[src/logic/dctc_pkg.sv]
// Purpose: shared constants for the dual cascadable timer control block
// Assumes: one 25 MHz clock that also serves as the high-frequency timer clock
// Notes: register map, control field layout, mode and clock-select encodings
package dctc_pkg;

  // register bus shape
  localparam int ADDR_W = 8;
  localparam int DATA_W = 32;

  // byte offsets, one aligned word each
  localparam logic [7:0] OFS_A_CONTROL = 8'h00;
  localparam logic [7:0] OFS_A_PERIOD = 8'h04;
  localparam logic [7:0] OFS_A_PULSE_WIDTH = 8'h08;
  localparam logic [7:0] OFS_B_CONTROL = 8'h0C;
  localparam logic [7:0] OFS_B_PERIOD = 8'h10;
  localparam logic [7:0] OFS_B_PULSE_WIDTH = 8'h14;
  localparam logic [7:0] OFS_INT_STATUS = 8'h18;
  localparam logic [7:0] OFS_INT_MASK = 8'h1C;
  localparam logic [7:0] OFS_GLOBAL_CFG = 8'h20;
  localparam logic [7:0] OFS_COUNT_STATE = 8'h24;

  // control register fields
  localparam int CTL_MODE_LSB = 0;
  localparam int CTL_RUN_BIT = 3;
  localparam int CTL_CK_LSB = 4;
  localparam int CTL_FF_BIT = 7;

  // global config and interrupt bit positions
  localparam int GCFG_HALF_BIT = 0;
  localparam int IRQ_A_BIT = 0;
  localparam int IRQ_B_BIT = 1;
  localparam int CNT_FF_A_BIT = 16;
  localparam int CNT_FF_B_BIT = 17;

  // reset values
  localparam logic [7:0] CTL_RST = 8'h00;
  localparam logic [7:0] REG8_RST = 8'h00;
  localparam logic [1:0] IRQ_RST = 2'h0;

  // mode field codes
  localparam logic [2:0] MODE_TIMER = 3'h0;
  localparam logic [2:0] MODE_DIVOUT = 3'h1;
  localparam logic [2:0] MODE_PWM = 3'h2;
  localparam logic [2:0] MODE_CASCADE = 3'h3;
  localparam logic [2:0] MODE16_TIMER = 3'h4;
  localparam logic [2:0] MODE16_WARMUP = 3'h5;
  localparam logic [2:0] MODE16_PWM = 3'h6;
  localparam logic [2:0] MODE16_PULSEGEN = 3'h7;

  // clock-select codes
  localparam logic [2:0] CK_SLOWEST = 3'h0;
  localparam logic [2:0] CK_SLOW = 3'h1;
  localparam logic [2:0] CK_FAST = 3'h2;
  localparam logic [2:0] CK_FASTEST = 3'h3;
  localparam logic [2:0] CK_PIN = 3'h7;

  // prescaler: tick k is high_freq_clock / 2^(k+TICK_EXP_LO)
  localparam int PRESC_W = 13;
  localparam int TICK_EXP_LO = 3;
  localparam int TICK_N = 10;
  localparam int TICK_IDX_SLOWEST = 11 - TICK_EXP_LO;
  localparam int TICK_IDX_SLOW = 7 - TICK_EXP_LO;
  localparam int TICK_IDX_FAST = 5 - TICK_EXP_LO;
  localparam int TICK_IDX_FASTEST = 3 - TICK_EXP_LO;

  // wrap points of the up-counters
  localparam logic [15:0] TOP8 = 16'h00FF;
  localparam logic [15:0] TOP16 = 16'hFFFF;

endpackage

[src/logic/dctc_tick_if.sv]
// Purpose: carries prescaler enable pulses to the timer core
// Assumes: all pulses are one clock cycle wide, same clock domain
// Notes: bit k is high for one cycle every 2^(k+3) cycles
`timescale 1ns/1ps
interface dctc_tick_if;
  logic [dctc_pkg::TICK_N-1:0] tick;
  modport src (output tick);
  modport dst (input tick);
endinterface

[src/logic/dctc_prescaler.sv]
// Purpose: free-running divider of the high-frequency clock
// Assumes: clock is the high-frequency timer clock
// Notes: every tap is a one-cycle enable, never a derived clock
`timescale 1ns/1ps
module dctc_prescaler (
  // clock and reset
  input wire logic clock,
  input wire logic rstn,
  // enable pulses out
  dctc_tick_if.src tk
);

  typedef struct packed {
    logic [dctc_pkg::PRESC_W-1:0] cnt;
  } dctc_presc_t;

  dctc_presc_t st_q;
  dctc_presc_t st_d;

  // divider just advances; taps share it so they stay phase aligned
  always_comb begin
    st_d = st_q;
    st_d.cnt = st_q.cnt + 13'h0001;
  end

  always_ff @(posedge clock or negedge rstn) begin
    if (!rstn) begin
      st_q <= '0;
    end else begin
      st_q <= st_d;
    end
  end

  // tap k fires when the low k+3 bits are all ones
  for (genvar k = 0; k < dctc_pkg::TICK_N; k++) begin : g_tap
    assign tk.tick[k] = &st_q.cnt[k+dctc_pkg::TICK_EXP_LO-1:0];
  end

endmodule

[src/logic/dctc_pin_sync.sv]
// Purpose: brings an external event pin into the clock domain
// Assumes: pin pulses last longer than two clock periods
// Notes: rise is a one-cycle pulse per rising edge of the pin
`timescale 1ns/1ps
module dctc_pin_sync (
  // clock and reset
  input wire logic clock,
  input wire logic rstn,
  // pin in, edge out
  input wire logic pin,
  output logic rise
);

  typedef struct packed {
    logic s1;
    logic s2;
    logic s3;
  } dctc_sync_t;

  dctc_sync_t st_q;
  dctc_sync_t st_d;

  // s1 feeds only s2; the edge looks at s2 and s3
  always_comb begin
    st_d = st_q;
    st_d.s1 = pin;
    st_d.s2 = st_q.s1;
    st_d.s3 = st_q.s2;
  end

  always_ff @(posedge clock or negedge rstn) begin
    if (!rstn) begin
      st_q <= '0;
    end else begin
      st_q <= st_d;
    end
  end

  assign rise = st_q.s2 & ~st_q.s3;

endmodule

[src/logic/dctc_top.sv]
// Purpose: two 8-bit timer/counter channels, cascadable to one 16-bit counter
// Assumes: software keeps compare values legal and fields stable while running
// Notes: clock doubles as the high-frequency clock; pins are synchronised
//
// Summary of operation
// [RL1] channel a: control, period, pulse-width registers
// [RL2] channel b: control, period, pulse-width registers
// [RL3] period register not rewritten while running
// [RL4] a pulse width changes running only in PWM
// [RL5] b pulse width changes running only in PWM
// [RL6] clock select picks prescaler tap or pin
// [RL7] run 0 stops and clears, 1 counts
// [RL8] channel a mode decode, top bit reserved
// [RL9] cascade: a mode 011, sub-mode from b
// [RL10] cascade: a clock, b run and flip-flop
// [RL11] flip-flop control bit presets output level
// [RL12] mode, clock, flip-flop fixed while running
// [RL13] stop write keeps fields; start may set
// [RL14] timer match raises interrupt, clears, continues
// [RL15] channel b mode decode including 16-bit modes
// [RL16] period 1..255, PWM width 2..254
// [RL17] 8-bit counters, b is cascaded upper byte
`timescale 1ns/1ps
module dctc_top (
  // clock and reset
  input wire logic clock,
  input wire logic rstn,
  // register port
  input wire logic [dctc_pkg::ADDR_W-1:0] addr,
  input wire logic [dctc_pkg::DATA_W-1:0] wdata,
  input wire logic wr,
  input wire logic rd,
  output logic [dctc_pkg::DATA_W-1:0] rdata,
  // event pins
  input wire logic channel_a_pin,
  input wire logic channel_b_pin,
  // timer flip-flop outputs
  output logic channel_a_out,
  output logic channel_b_out,
  // interrupt
  output logic irq
);

  // behaviour class chosen from a mode field
  typedef enum logic [2:0] {
    DCTC_IDLE = 3'h0,
    DCTC_TIMER = 3'h1,
    DCTC_DIVOUT = 3'h3,
    DCTC_PWM = 3'h2,
    DCTC_PULSEGEN = 3'h6
  } dctc_kind_t;

  // result of one counting step
  typedef struct packed {
    logic [15:0] cnt;
    logic [15:0] shd;
    logic ff;
    logic irq;
  } dctc_step_t;

  // whole block state
  typedef struct packed {
    logic [7:0] a_control;
    logic [7:0] a_period;
    logic [7:0] a_pulse_width;
    logic [7:0] b_control;
    logic [7:0] b_period;
    logic [7:0] b_pulse_width;
    logic [7:0] a_shadow;
    logic [7:0] b_shadow;
    logic [7:0] a_cnt;
    logic [7:0] b_cnt;
    logic a_ff;
    logic b_ff;
    logic half;
    logic [1:0] sts;
    logic [1:0] msk;
    logic [dctc_pkg::DATA_W-1:0] rdata;
    logic irq;
  } dctc_state_t;

  dctc_state_t st_q;
  dctc_state_t st_d;

  dctc_tick_if tk ();
  logic pin_a_rise;
  logic pin_b_rise;

  // prescaler taps
  dctc_prescaler u_presc (
    .clock(clock),
    .rstn(rstn),
    .tk(tk)
  );

  // external event pins, three flops each
  dctc_pin_sync u_sync_a (
    .clock(clock),
    .rstn(rstn),
    .pin(channel_a_pin),
    .rise(pin_a_rise)
  );

  dctc_pin_sync u_sync_b (
    .clock(clock),
    .rstn(rstn),
    .pin(channel_b_pin),
    .rise(pin_b_rise)
  );

  // source clock enable from a clock-select code
  function automatic logic pick_tick(input logic [2:0] ck, input logic half,
                                     input logic [dctc_pkg::TICK_N-1:0] tick, input logic pin_rise);
    logic r;
    r = 1'b0;
    case (ck)
      dctc_pkg::CK_SLOWEST: r = half ? tick[dctc_pkg::TICK_IDX_SLOWEST+1] : tick[dctc_pkg::TICK_IDX_SLOWEST];
      dctc_pkg::CK_SLOW: r = half ? tick[dctc_pkg::TICK_IDX_SLOW+1] : tick[dctc_pkg::TICK_IDX_SLOW];
      dctc_pkg::CK_FAST: r = half ? tick[dctc_pkg::TICK_IDX_FAST+1] : tick[dctc_pkg::TICK_IDX_FAST];
      dctc_pkg::CK_FASTEST: r = half ? tick[dctc_pkg::TICK_IDX_FASTEST+1] : tick[dctc_pkg::TICK_IDX_FASTEST];
      dctc_pkg::CK_PIN: r = pin_rise;
      default: r = 1'b0; // codes 100..110 unused: counter stands
    endcase
    return r;
  endfunction

  // 8-bit mode field to behaviour; reserved codes leave the channel idle
  function automatic dctc_kind_t kind8(input logic [2:0] mode);
    dctc_kind_t k;
    k = DCTC_IDLE;
    case (mode)
      dctc_pkg::MODE_TIMER: k = DCTC_TIMER;
      dctc_pkg::MODE_DIVOUT: k = DCTC_DIVOUT;
      dctc_pkg::MODE_PWM: k = DCTC_PWM;
      default: k = DCTC_IDLE;
    endcase
    return k;
  endfunction

  // 16-bit sub-mode taken from channel b's field
  function automatic dctc_kind_t kind16(input logic [2:0] mode);
    dctc_kind_t k;
    k = DCTC_IDLE;
    case (mode)
      dctc_pkg::MODE16_TIMER: k = DCTC_TIMER;
      dctc_pkg::MODE16_WARMUP: k = DCTC_TIMER;
      dctc_pkg::MODE16_PWM: k = DCTC_PWM;
      dctc_pkg::MODE16_PULSEGEN: k = DCTC_PULSEGEN;
      default: k = DCTC_IDLE; // 8-bit codes make no sense cascaded
    endcase
    return k;
  endfunction

  // one step of an up-counter, shared by 8-bit and cascaded use
  function automatic dctc_step_t step(input dctc_kind_t kind, input logic run, input logic tick,
                                      input logic [15:0] top, input logic [15:0] cnt,
                                      input logic [15:0] per, input logic [15:0] pw,
                                      input logic [15:0] shd, input logic ff, input logic ffctl);
    dctc_step_t r;
    logic [15:0] nxt;
    r.cnt = cnt;
    r.shd = shd;
    r.ff = ff;
    r.irq = 1'b0;
    nxt = (cnt + 16'h0001) & top;
    if (!run) begin
      // stopped: counter clear, flip-flop preset, width loaded for start
      r.cnt = 16'h0000; // RL7
      r.ff = ffctl; // RL11
      r.shd = pw;
    end else if (tick) begin
      case (kind)
        DCTC_TIMER: begin
          // match clears and carries on counting
          if (nxt == per) begin
            r.cnt = 16'h0000; // RL14
            r.irq = 1'b1; // RL14
          end else begin
            r.cnt = nxt; // RL14
          end
        end
        DCTC_DIVOUT: begin
          // each match flips the output: half period per match
          if (nxt == per) begin
            r.cnt = 16'h0000;
            r.irq = 1'b1;
            r.ff = ~ff;
          end else begin
            r.cnt = nxt;
          end
        end
        DCTC_PWM: begin
          // width takes effect only at a cycle boundary, so a running rewrite is glitch free
          r.cnt = nxt;
          if (cnt == top) begin
            r.ff = ffctl;
            r.irq = 1'b1;
            r.shd = pw;
          end else if (nxt == shd) begin
            r.ff = ~ffctl;
          end
        end
        DCTC_PULSEGEN: begin
          // width match flips level, period match restores it
          if (nxt == per) begin
            r.cnt = 16'h0000;
            r.irq = 1'b1;
            r.ff = ffctl;
          end else begin
            r.cnt = nxt;
            if (nxt == pw) begin
              r.ff = ~ffctl;
            end
          end
        end
        default: r.cnt = cnt;
      endcase
    end
    return r;
  endfunction

  // next state
  always_comb begin
    logic cascade;
    logic tick_a;
    logic tick_b;
    logic [1:0] ev;
    logic [1:0] clr;
    dctc_step_t sa;
    dctc_step_t sb;
    dctc_step_t s16;
    cascade = 1'b0;
    tick_a = 1'b0;
    tick_b = 1'b0;
    ev = 2'h0;
    clr = 2'h0;
    sa = '0;
    sb = '0;
    s16 = '0;
    st_d = st_q;
    st_d.rdata = '0;

    // register writes
    if (wr) begin
      unique case (addr)
        dctc_pkg::OFS_A_CONTROL: st_d.a_control = wdata[7:0]; // RL1
        dctc_pkg::OFS_A_PERIOD: st_d.a_period = wdata[7:0]; // RL1
        dctc_pkg::OFS_A_PULSE_WIDTH: st_d.a_pulse_width = wdata[7:0]; // RL1
        dctc_pkg::OFS_B_CONTROL: st_d.b_control = wdata[7:0]; // RL2
        dctc_pkg::OFS_B_PERIOD: st_d.b_period = wdata[7:0]; // RL2
        dctc_pkg::OFS_B_PULSE_WIDTH: st_d.b_pulse_width = wdata[7:0]; // RL2
        dctc_pkg::OFS_INT_STATUS: clr = wdata[1:0];
        dctc_pkg::OFS_INT_MASK: st_d.msk = wdata[1:0];
        dctc_pkg::OFS_GLOBAL_CFG: st_d.half = wdata[dctc_pkg::GCFG_HALF_BIT];
        default: st_d.half = st_q.half; // unmapped write ignored
      endcase
    end

    // cascade when channel a's mode field holds the 16-bit code
    cascade = st_q.a_control[dctc_pkg::CTL_MODE_LSB +: 3] == dctc_pkg::MODE_CASCADE; // RL8 RL9

    // clock sources; cascaded pair runs from channel a's select
    tick_a = pick_tick(st_q.a_control[dctc_pkg::CTL_CK_LSB +: 3], st_q.half, tk.tick, pin_a_rise); // RL6
    tick_b = cascade ? tick_a // RL10
                     : pick_tick(st_q.b_control[dctc_pkg::CTL_CK_LSB +: 3], st_q.half, tk.tick, pin_b_rise); // RL6

    // independent 8-bit channels
    sa = step(kind8(st_q.a_control[dctc_pkg::CTL_MODE_LSB +: 3]), // RL8
              st_q.a_control[dctc_pkg::CTL_RUN_BIT], tick_a, dctc_pkg::TOP8, // RL7
              {8'h00, st_q.a_cnt}, {8'h00, st_q.a_period}, {8'h00, st_q.a_pulse_width},
              {8'h00, st_q.a_shadow}, st_q.a_ff, st_q.a_control[dctc_pkg::CTL_FF_BIT]);
    sb = step(kind8(st_q.b_control[dctc_pkg::CTL_MODE_LSB +: 3]), // RL15
              st_q.b_control[dctc_pkg::CTL_RUN_BIT], tick_b, dctc_pkg::TOP8, // RL7
              {8'h00, st_q.b_cnt}, {8'h00, st_q.b_period}, {8'h00, st_q.b_pulse_width},
              {8'h00, st_q.b_shadow}, st_q.b_ff, st_q.b_control[dctc_pkg::CTL_FF_BIT]);

    // cascaded pair: b is the upper byte, run and flip-flop from b's control
    s16 = step(kind16(st_q.b_control[dctc_pkg::CTL_MODE_LSB +: 3]), // RL15
               st_q.b_control[dctc_pkg::CTL_RUN_BIT], tick_a, dctc_pkg::TOP16, // RL10
               {st_q.b_cnt, st_q.a_cnt}, {st_q.b_period, st_q.a_period}, // RL17
               {st_q.b_pulse_width, st_q.a_pulse_width}, {st_q.b_shadow, st_q.a_shadow},
               st_q.b_ff, st_q.b_control[dctc_pkg::CTL_FF_BIT]); // RL10 RL11

    if (cascade) begin
      // low byte overflow carries into b through the 16-bit sum
      st_d.a_cnt = s16.cnt[7:0]; // RL17
      st_d.b_cnt = s16.cnt[15:8]; // RL17
      st_d.a_shadow = s16.shd[7:0];
      st_d.b_shadow = s16.shd[15:8];
      st_d.b_ff = s16.ff;
      st_d.a_ff = st_q.a_control[dctc_pkg::CTL_FF_BIT]; // RL11
      ev[dctc_pkg::IRQ_B_BIT] = s16.irq;
    end else begin
      st_d.a_cnt = sa.cnt[7:0]; // RL17
      st_d.b_cnt = sb.cnt[7:0]; // RL17
      st_d.a_shadow = sa.shd[7:0];
      st_d.b_shadow = sb.shd[7:0];
      st_d.a_ff = sa.ff;
      st_d.b_ff = sb.ff;
      ev[dctc_pkg::IRQ_A_BIT] = sa.irq;
      ev[dctc_pkg::IRQ_B_BIT] = sb.irq;
    end

    // sticky events, write one to clear, a new event beats the clear
    st_d.sts = (st_q.sts & ~clr) | ev;
    st_d.irq = |(st_d.sts & st_d.msk);

    // read data valid the cycle after the strobe only
    if (rd) begin
      case (addr)
        dctc_pkg::OFS_A_CONTROL: st_d.rdata = {24'h000000, st_q.a_control};
        dctc_pkg::OFS_A_PERIOD: st_d.rdata = {24'h000000, st_q.a_period};
        dctc_pkg::OFS_A_PULSE_WIDTH: st_d.rdata = {24'h000000, st_q.a_pulse_width};
        dctc_pkg::OFS_B_CONTROL: st_d.rdata = {24'h000000, st_q.b_control};
        dctc_pkg::OFS_B_PERIOD: st_d.rdata = {24'h000000, st_q.b_period};
        dctc_pkg::OFS_B_PULSE_WIDTH: st_d.rdata = {24'h000000, st_q.b_pulse_width};
        dctc_pkg::OFS_INT_STATUS: st_d.rdata = {30'h00000000, st_q.sts};
        dctc_pkg::OFS_INT_MASK: st_d.rdata = {30'h00000000, st_q.msk};
        dctc_pkg::OFS_GLOBAL_CFG: st_d.rdata = {31'h00000000, st_q.half};
        dctc_pkg::OFS_COUNT_STATE: st_d.rdata = {14'h0000, st_q.b_ff, st_q.a_ff, st_q.b_cnt, st_q.a_cnt};
        default: st_d.rdata = '0; // unmapped reads as zero
      endcase
    end
  end

  // single state register
  always_ff @(posedge clock or negedge rstn) begin
    if (!rstn) begin
      st_q <= '0;
    end else begin
      st_q <= st_d;
    end
  end

  // outputs straight from flops
  assign rdata = st_q.rdata;
  assign channel_a_out = st_q.a_ff;
  assign channel_b_out = st_q.b_ff;
  assign irq = st_q.irq;

endmodule

[config.mk]
export PLATFORM = sky130hd
export DESIGN_NAME = dctc_top
export DESIGN_NICKNAME = d
export VERILOG_FILES = /design/src/logic/dctc_pkg.sv /design/src/logic/dctc_tick_if.sv /design/src/logic/dctc_prescaler.sv /design/src/logic/dctc_pin_sync.sv /design/src/logic/dctc_top.sv
export SDC_FILE = /design/constraint.sdc
export NUM_CORES = 1
export LEC_CHECK = 0
export BUFFER_PORTS_ARGS = -buffer_cell sky130_fd_sc_hd__buf_2
export CAP_MARGIN = 20
export CORE_MARGIN = 2
export CORE_UTILIZATION = 40
export CTS_CLUSTER_DIAMETER = 150
export DETAILED_ROUTE_END_ITERATION = 6
export GPL_TIMING_DRIVEN = 0
export HOLD_SLACK_MARGIN = 0.02
export PLACE_DENSITY = 0.68
export SLEW_MARGIN = 20
export SYNTH_ARGS = -nofsm -noshare
export SYNTH_HDL_FRONTEND = slang
export SYNTH_SLANG_ARGS = --single-unit
[constraint.sdc]
create_clock -name clock -period 6.3 [get_ports clock]
set_clock_uncertainty 0.1 [all_clocks]
set_input_delay 0 -clock clock [delete_from_list [all_inputs] [get_ports clock]]
set_output_delay 0 -clock clock [all_outputs]
set_load 0.02 [all_outputs]
==> results of run 1 <==
==> per-layer routing <==
layer | global-route usage [%] | up-vias | wire length, um
met4 | 9.95 | 0 | 736
met3 | 4.66 | 50 | 1240
met5 | 0 | - | 0
li1 | - | 2893 | -
met2 | 35.7 | 251 | 10200
met1 | 29.7 | 3045 | 9530
==> power groups by stage <==
stage	Clock [W]	Combinational, W	Sequential [W]
after floorplan	0	0.000106	0.000854
after global placement	0	0.000156	0.000868
after detailed placement	0	0.000161	0.000868
after CTS	0.000911	0.000168	0.000854
after global routing	0.000952	0.000186	0.000857
final	0.000902	0.000168	0.000855
==> through the flow <==
stage	util [%]	std cells	setup slack, ns	hold WS, ns
6_report	48.0	1116	2.57	0.0447
5_1_grt	48.0	1116	2.38	0.0855
4_1_cts	48.0	1116	2.62	0.0319
3_5_place_dp	44.3	1069	2.64	-0.0539
3_3_place_gp	44.1	1068	2.65	0.00885
2_1_floorplan	-	767	3.27	-0.396
==> sequential cells by signal (all words and copies together) (netlist names) <==
name and flops:
channel_a_out 1, channel_b_out 1, irq 1, rdata 18, st_q 85, u_presc.st_q 12, u_sync_a.st_d 2, u_sync_a.st_q 1
u_sync_b.st_d 2, u_sync_b.st_q 1
==> cells in the mapped netlist, types with 5 or more instances <==
cell,number
a211oi_1,5
a21oi_1,17
a221oi_1,6
a222oi_1,7
a22o_1,9
a22oi_1,15
a31oi_1,16
and3_1,21
buf_2,6
buf_4,39
buf_6,7
clkbuf_1,11
dfrtp_1,124
ha_1,6
inv_1,20
mux2_2,59
nand2_1,53
nand2b_1,9
nand3_1,28
nand4_1,7
nor2_1,33
nor2b_1,10
nor3_1,18
nor4_1,11
o21ai_0,39
xnor2_1,64
xnor3_1,6
xor2_1,18
==> area by class of cell <==
class | instances | area [um^2]
Fill cell | 1762 | 9800
Clock buffer | 18 | 429
Sequential cell | 124 | 3100
Multi-Input combinational cell | 558 | 4150
Buffer | 64 | 447
Clock inverter | 14 | 111
Tap cell | 260 | 325
Timing Repair Buffer | 57 | 389
Inverter | 21 | 78.8
==> critical path, delay by kind of cell, from the launching register on <==
| kind | cells | cell delay, ns |
|---|---|---|
| buffers and inverters | 1 | 0.37 |
| adder cells (fa/ha/maj) | 1 | 0.44 |
| AO/OA/AOI/OAI | 2 | 0.64 |
| flip-flops | 1 | 0.55 |
| AND/OR/NAND/NOR | 6 | 1.54 |
==> cells by family after synthesis <==
family	synth area share (%)
other cells	0.0485
buf+inv	6.80
xor+xnor	12.1
mux	9.18
compound gates	13.0
flops	40.2
simple gates	17.7
fa+ha+maj	0.971
==> what timing repair did <==
| item | 4_1_cts | 5_1_grt |
|---|---|---|
| setup buffers | 0 | 0 |
| hold endpoints to repair | 182 | 0 |
| gates resized for setup | 0 | 0 |
| hold buffers | 15 | 0 |
==> final timing paths <==
check,start,to,slack [ns],depth (start not counted)
worst max-delay path,st_q[49],st_q[71],2.57,10
worst min-delay path,rstn,st_q[48],0.04,2
worst max register to register,st_q[49],st_q[71],2.57,10
worst min register to register,u_sync_b.st_d[1],u_sync_b.st_d[0],0.25,0
max in group asynchronous,rstn,u_presc.st_q[1],5.35,3
min in group clock,addr[3],st_q[34],0.05,5
==> impl_results.md, run 1 <==
- Number of global-route vias before repair: between 6k and 7k
- Mapped Cells: roughly 750
- CP Data Required Time: about 6.5 ns
- DRC: 0
- GRT overflow: 0
- Worst-path fanout max: 10
- Netlist Area Pre-Place: approximately 0.0077 mm^2
- Clock Power Share: 46.8%
- Pwr Total: around 0.0019 W
- Synth top area share: 40.2%
- Initial antenna violation count: 0
- Ant diodes: 0
- Most common cell after layout, fill and taps aside: dfrtp_1
- Worst path max stage delay: 0.60 ns
- Cell breakdown of the critical path: ha_1 -> nand3_2 -> nor2_1 -> nand2_1 -> nor3_1 -> nand2_1 -> a21oi_1 -> clkbuf_1 -> nand3_1 -> o21ai_0
- Period utilization: approximately 59%
- Hold Crit Class: in2async
- Core Region: roughly 0.019 mm^2
- Width of the die: 143 um
- Critical path class: reg2reg
- Vias/cell: 5.59
- Critical Path Most Common Cell: nand2_1
- Async SR Flop Fraction: 100%
- Post-Layout Inst Area: about 0.0090 mm^2
- Critical Path End Type: flop
- Sw Ratio: between 20% and 30%
- Crit path DAT: between 3 and 4 ns
- DRT iter0 DRCs: a little over 600
- Sw Pwr: ~0.00052 W
- Int Power: roughly 0.0014 W
- DIE AREA: ~0.020 mm^2
- Status: complete, no violations
- Pre-antenna DRT Iters: 7
- Cell Area, Placed: 0.00834 mm^2
- Slowest CP cell: nor2_1
- F_max: between 0.2 and 0.3 GHz
- Clock buffer count from CTS: 17
- Routed WL per cell: 19.5 um
- RSZ-0062 raised after global routing: false
- Most frequent cells in the layout: 124 x dfrtp_1, 64 x xnor2_1, 59 x mux2_2, 53 x nand2_1, 46 x buf_2
- Sequential element share of the synthesized area: 40.2%
- Worst vdd ir: ~220 uV
- Clock Tree Buf Depth: 2
- Fin crit period: 3.73 ns
- Cell taking the most area after synthesis: dfrtp_1
- Max-cap violations: 0
- Synth warn: 0
- TNS Setup: 0 ns
- # setup viols final: 0
- Leakage Power: 4.10 nW
- Area contributors post-synth: dfrtp_1 40%, mux2_2 8.6%, xnor2_1 7.3%, buf_4 3.8%, nand2_1 2.6%
- Worst slew margin relative to its limit: a little under 50%
- Worst-margin pin slew: between 0.7 and 0.8 ns
- Starting Density: between 40% and 50%
- Post-synth EDFFs: 0
- Most common flop cell mapped by yosys: dfrtp_1
- GRT Total Usage: roughly 22%
- Largest net degree at the start of global routing: 65
- Total clock sinks: 124
- Power Density: 213 mW/mm^2
- Worst-Skew Late Latency: approximately 0.43 ns
- H-tree depth: 4
- Final WL: 21700 um
- Final Max Tran Viols: 0
- Post-synth cell types: 74
- CTS tree: built
- RePlAce Congestion: slightly above 0.9
- First-pass GRT wire length: roughly 34000 um
- Sequential Power Share: roughly 44%
- Layout cells sized above 1: between 20% and 30%
- # IOs: 81
- Type of origin of the critical path: flop
- FP Rows: 50
- Final #Nets: roughly 900
- Area grow syn2layout: 16.9%
- Final Hold Vio Count: 0
- Combinational share of power: between 8 and 9%
- Vias: around 6.2k
- #FFs+latches synth: 124
- CTS Root Cell: clkbuf_16
- Count of input and output buffers: slightly above 40
- Die Y: about 140 um
- Clock-pin slew of the registers on the worst-case setup and hold paths: ~0.060 ns
- Final ANT Viol Nets: 0
- Dpl hpwl: ~16000 um
- Mean post-synth cell area: between 10 and 15 um^2
(Power assumes the default switching activity.)
==> run 2: changes to the inputs <==
--- a/config.mk
+++ b/config.mk
@@ -13,7 +13,7 @@
 export DETAILED_ROUTE_END_ITERATION = 6
 export GPL_TIMING_DRIVEN = 0
 export HOLD_SLACK_MARGIN = 0.02
-export PLACE_DENSITY = 0.68
+export PLACE_DENSITY = 0.7
 export SLEW_MARGIN = 20
 export SYNTH_ARGS = -nofsm -noshare
 export SYNTH_HDL_FRONTEND = slang
==> constraint.sdc (replaced) <==
create_clock -name clock -period 3 [get_ports clock]
set_clock_uncertainty 0.1 [all_clocks]
set_input_delay 0 -clock clock [delete_from_list [all_inputs] [get_ports clock]]
set_output_delay 0 -clock clock [all_outputs]
set_load 0.02 [all_outputs]
==> run 2 against run 1 <==
The run now ends with setup timing left. Routed wire length is 5.2% higher. Via count is 4.2% higher. Setup slack worse by 2.7 ns. Sequential power is 110% higher. First-iteration DRC count is 13% higher. Largest cell class unchanged. Highest routed layer unchanged.
==> impl_results.md, run 2 (synthesis results as in run 1) <==
- Status: finished, violations left
- Failing checks: setup timing
- # IOs: 81
- CTS Root Cell: clkbuf_16
- GRT Total Usage: 22.9%
- Starting Density: between 40% and 50%
- First-pass GRT wire length: around 35000 um
- Pre-antenna DRT Iters: 7
- DRT iter0 DRCs: just under 700
- WHS: between 0.01 and 0.015 ns
- Crit path DAT: roughly 3.3 ns
- Post-Layout Inst Area: 0.00954 mm^2
- Worst Setup SP: u_presc.st_q[0]
- Worst-margin pin slew: 0.801 ns
- Routed WL per cell: around 20 um
- Final worst slack: -0.112 ns
- Filler cells: about 1.6k
- RePlAce Congestion: 0.970
- Leakage Power: 4.33 nW
- # setup viols final: 1
- Final Hold Vio Count: 0
- Layout cells sized above 1: a little under a third
- TNS Setup: -0.112 ns
- Critical Path End Type: flop
- Worst-Skew Late Latency: about 0.43 ns
- Slowest CP cell: or4_1
- Ant diodes: 0
- RSZ-0062 raised after global routing: true
- Cell breakdown of the critical path: ha_2 -> ha_1 -> mux2_4 -> or3_4 -> o2111a_2 -> nand2_4 -> nor4_1 -> or4_1 -> a211o_1 -> mux2_4
- GRT overflow: 0
- Core Region: ~0.019 mm^2
- Clock buffer count from CTS: 17
- Width of the die: between 100 and 150 um
- R2R depth: 10
- DRC: 0
- Clock-pin slew of the registers on the worst-case setup and hold paths: 0.06 ns
- Worst-path fanout max: 5
- Power Density: ~440 mW/mm^2
- Vias: between 6k and 7k
- Reg with most FFs: st_q
- Cell Area, Placed: ~0.0083 mm^2
- Type of origin of the critical path: flop
- Critical path depth: 10
- Dpl hpwl: approximately 16000 um
- F_max: 0.321 GHz
- Worst slew margin relative to its limit: between 40 and 50%
- Total clock sinks: 124
- Worst vdd ir: 487 uV
- Area grow syn2layout: 23.4%
- Worst Setup EP: channel_b_out
- Worst path max stage delay: 0.57 ns
- Fin crit period: just over 3 ns
- Max-cap violations: 0
- Largest net degree at the start of global routing: 70
- CP delay by family, top: simple AND/OR/NAND/NOR gates
- Hold Crit Class: in2async
- Period utilization: 104%
- DIE AREA: between 0.02 and 0.025 mm^2
- Final #Nets: between 900 and 1k
- Critical path class: reg2reg
- CP Data Required Time: roughly 3.2 ns
- FP Rows: 50
- CTS tree: built
- R2R Path Start: u_presc.st_q[0]
- Initial antenna violation count: 0
- Final Max Tran Viols: 0
- Max reg flops: 85
- Reg2reg end: channel_b_out
- Most common cell after layout, fill and taps aside: dfrtp_1
- Count of input and output buffers: 41
- Final WL: 22800 um
- Vias/cell: between 5 and 6
- R2r setup slk: -0.11 ns
- Die Y: roughly 140 um
- Final ANT Viol Nets: 0
- H-tree depth: 4
- Crit path buf inv count: 0
- Clock Tree Buf Depth: 2
- Number of global-route vias before repair: ~6.3k
- Most frequent cells in the layout: 122 x dfrtp_1, 62 x buf_4, 61 x xnor2_1, 58 x mux2_2, 50 x nand2_1
- Critical Path Most Common Cell: mux2_4
## run 2: changes by cell type in the layout (fill, tap and decap cells not counted), moves of 4 or more
cell / change
o21ai_2: +4
inv_6: +4
buf_4: +23
clkbuf_4: +4
clkbuf_1: -7
o21ai_0: -6
## run 2: area by class of cell
class                           instances  area (um^2)  share of cell area [%]
Clock buffer                           18          439                    4.61
Inverter                               21         78.8                   0.827
Sequential cell                       124         3110                    32.6
Tap cell                              260          325                    3.41
Clock inverter                         14          144                    1.51
Multi-Input combinational cell        558         4400                    46.2
Timing Repair Buffer                   83          602                    6.31
Buffer                                 60          438                    4.59
## run 2: where the power goes
group / switching, W / leakage [nW] / total, W / internal, W
Sequential: 0.0000775 / 1.68 / 0.00180 / 0.00172
Combinational: 0.000210 / 2.36 / 0.000376 / 0.000167
Clock: 0.000870 / 0.287 / 0.00206 / 0.00119
Total: 0.00116 / 4.33 / 0.00424 / 0.00308
## run 2: how the worst min path moves through the flow
stage                       start          endpoint  slack, ns  cells after the start
finish                       rstn          st_q[51]       0.01                      2
global route                 rstn          st_q[65]       0.06                      2
CTS                          rstn          st_q[48]       0.03                      2
detailed placement           rstn          st_q[52]      -0.08                      1
global placement    channel_a_pin  u_sync_a.st_d[1]      0.009                      1
floorplan                    rstn     channel_a_out      -0.40                      0
## run 2: metrics by stage
| stage | std cells | setup WS [ns] | utilization, % | power (W) |
|---|---|---|---|---|
| floorplan | 767 | 0.00218 | - | 0.00202 |
| global placement | 1068 | -0.549 | 44.1 | 0.00215 |
| detailed placement | 1069 | -0.533 | 44.3 | 0.00216 |
| CTS | 1127 | -0.0768 | 49.3 | 0.00425 |
| global route | 1138 | -0.188 | 50.6 | 0.00437 |
| finish | 1138 | -0.112 | 50.6 | 0.00424 |
## run 2: worst register-to-register path, stage by stage (launching register included)
cell      delay (ns)
dfrtp_1         0.39
ha_2            0.21
ha_1            0.20
mux2_4          0.29
or3_4           0.34
o2111a_2        0.22
nand2_4         0.12
nor4_1          0.06
or4_1           0.57
a211o_1         0.25
mux2_4          0.25
## run 2: layer usage
metal  up-vias  part of all wire [%]  GRT usage [%]
met3        77                   7.0           5.03
met1      3157                    42           30.1
met2       330                    47           36.4
li1       2940                     -              -
met4         0                   4.2           10.3
met5         -                     0              0
## run 2: timing repair
action,in CTS,in global routing
setup buffers,10,14
pin swaps,8,7
endpoints found under the setup margin,35,34
gates cloned,0,0
gates resized for setup,34,34
hold endpoints to repair,179,0
hold buffers,17,0
==> run 3: changes to the inputs <==
--- a/config.mk
+++ b/config.mk
@@ -5,6 +5,7 @@
 export SDC_FILE = /design/constraint.sdc
 export NUM_CORES = 1
 export LEC_CHECK = 0
+export ABC_AREA = 1
 export BUFFER_PORTS_ARGS = -buffer_cell sky130_fd_sc_hd__buf_2
 export CAP_MARGIN = 20
 export CORE_MARGIN = 2
==> run 3 against run 2 <==
The flow now finishes without violations. Final area down 3.8%. Setup slack better by 0.30 ns. Sequential share of layout area up 1.2 points. Largest power group unchanged. Highest routed layer unchanged.
==> impl_results.md, run 3 <==
- Dpl hpwl: about 17000 um
- Final ANT Viol Nets: 0
- # IOs: a little over 80
- Die Y: 143 um
- Cell taking the most area after synthesis: dfrtp_1
- Async SR Flop Fraction: 100%
- M3 GR Usage: ~6.3%
- Synth Area in Compound Gates: 13.3%
- Post-synth cell types: 47
- DRC: 0
- CP Data Required Time: 3.20 ns
- GRT Total Usage: about a quarter
- Worst slew margin relative to its limit: between 50% and 60%
- Post-synth top cells: 286 x nand2_1, 132 x inv_1, 124 x dfrtp_1
- Mean post-synth cell area: around 7.3 um^2
- Final #Nets: 1197
- Critical path class: reg2reg
- F_max: between 0.3 and 0.4 GHz
- CTS tree: built
- Synth top area share: roughly two fifths
- Status: complete, no violations
- Core Region: ~0.019 mm^2
- Worst-path fanout max: 8
- Clock Tree Buf Depth: 2
- Critical Path End Type: flop
- Number of global-route vias before repair: roughly 7k
- Starting Density: around two fifths
- Worst-margin pin slew: between 0.7 and 0.8 ns
- Clock-pin slew of the registers on the worst-case setup and hold paths: around 0.06 ns
- Final Max Tran Viols: 0
- Period utilization: 93.8%
- Power Density: between 400 and 500 mW/mm^2
- Hold Crit Class: in2async
- Type of origin of the critical path: flop
- Vias/cell: 5.28
- Crit path DAT: approximately 3.0 ns
- RSZ-0062 raised after global routing: false
- Most common flop cell mapped by yosys: dfrtp_1
- Max reg flops: 85
- GRT overflow: 0
- Most frequent cells in the layout: 285 x nand2_1, 132 x inv_1, 124 x dfrtp_1, 83 x o21ai_0, 81 x nor2_1
- R2R Path Start: st_q[41]
- Area grow syn2layout: 19.1%
- Synth warn: 0
- FP Rows: 50
- Placed Cells: approximately 1.4k
- H-tree depth: 4
- Most frequent cell after synthesis: nand2_1
- Fin crit period: between 2 and 3 ns
- Layout cells sized above 1: ~15%
- Width of the die: approximately 140 um
- Pre-antenna DRT Iters: 6
- Count of input and output buffers: 41
- # setup viols final: 0
- Most used routing layer: met2
- Total clock sinks: ~120
- Mapped Cells: roughly 1.1k
- Mux share of post-synthesis cell area: 0%
- Reg with most FFs: st_q
- Initial antenna violation count: 0
- Worst vdd ir: approximately 470 uV
- Area contributors post-synth: dfrtp_1 40%, nand2_1 14%, inv_1 6.4%, o21ai_0 5.5%, nand3_1 5.1%
- #FFs+latches synth: ~120
- Simple-gate share of the synthesized area: a little under a third
- Reg2reg end: st_q[45]
- RePlAce Congestion: 1.05
- Final Hold Vio Count: 0
- Max-cap violations: 0
- Post-Synth XOR/XNOR Area: under 10%
- Netlist Area Pre-Place: roughly 0.0077 mm^2
- Leakage Power: approximately 4.4 nW
- Routed WL per cell: roughly 16 um
- Post-synth EDFFs: 0
- Synth Area in Adders: less than 1%
- TNS Setup: 0 ns
- Largest net degree at the start of global routing: 76
- First-pass GRT wire length: around 37000 um
- Final WL: 23300 um
- DIE AREA: ~0.02 mm^2
- Worst-Skew Late Latency: between 0.4 and 0.5 ns
- Final Non-Filler Cells: 1419
- DRT iter0 DRCs: 891
- Filler cells: roughly 1.8k
- Vias: 7493
- R2R depth: 13
- Most common cell after layout, fill and taps aside: nand2_1
- Sequential element share of the synthesized area: ~40%
- CTS Root Cell: clkbuf_16
- Met2 GRT Util: roughly 37%
- Setup bufs post-CTS: 0
- R2r setup slk: 0.19 ns
- Clock buffer count from CTS: 17
- Largest family of logic cells by synthesized area: simple AND/OR/NAND/NOR gates
- Met1 Use GR: 31.6%
run 3: worst max-delay path by stage:
stage                         start  endpoint
floorplan           u_presc.st_q[0]  st_q[70]
global placement               rstn  rdata[7]
detailed placement         st_q[41]  st_q[44]
CTS                        st_q[41]  st_q[45]
global route               st_q[49]  st_q[54]
finish                     st_q[41]  st_q[45]
run 3: power by group:
part | internal (W) | switching [W] | total, W
registers | 0.00174 | 0.0000746 | 0.00181
logic | 0.000178 | 0.000326 | 0.000504
clock network | 0.00141 | 0.000792 | 0.00220
run 3: routing by layer:
metal	wire length, um	up-vias
met5	0	-
met4	1020	0
met3	2060	81
met2	10300	369
met1	9950	3456
li1	-	3587
run 3: worst max-delay path: stages (launching register included):
cell and delay (ns):
dfrtp_1 0.47, ha_1 0.37, inv_1 0.11, nand2_1 0.09, nand2_2 0.11, xor2_1 0.16
nor2_1 0.10, nand3_1 0.08, nor2_1 0.15, nand2_2 0.15, o31ai_4 0.49, nor2_1 0.08
nor2_1 0.13, a22oi_1 0.08
run 3: cell type report:
type	count	area (um^2)	share of cell area, %
plain buffers	48	333	3.63
repair buffers	62	457	4.98
clock buffers	22	494	5.39
clock inverters	10	136	1.49
well taps	260	325	3.55
multi-input cells	755	3810	41.5
inverters	137	514	5.60
diodes	1	2.50	0.0273
flip-flops and latches	124	3100	33.8
run 3: what timing repair did:
| item | CTS | global route |
|---|---|---|
| hold buffers | 19 | 0 |
| hold endpoints to repair | 193 | 0 |
| endpoints found under the setup margin | 0 | 13 |
| resized for setup | 0 | 4 |
run 3: kinds of logic (layout without fill, tap and decap cells):
kind of cell | after synthesis | in the layout
simple gates | 535 | 535
buf+inv | 185 | 279
compound gates | 173 | 173
flops | 124 | 124
xor+xnor | 27 | 27
fa+ha+maj | 6 | 6
other cells | 1 | 15
run 3: metrics by stage:
step | utilization, % | power (W) | instance area [um^2] | setup WS, ns | hold WS [ns]
after global routing | 48.7 | 0.00468 | 9170 | 0.0177 | 0.0736
final | 48.7 | 0.00452 | 9180 | 0.185 | 0.0411
after floorplan | - | 0.00214 | 7750 | 0.784 | -0.396
after detailed placement | 44.3 | 0.00232 | 8350 | 0.256 | -0.0671
after CTS | 48.7 | 0.00453 | 9170 | 0.200 | 0.0250
after global placement | 44.0 | 0.00230 | 8280 | 0.180 | 0.00864
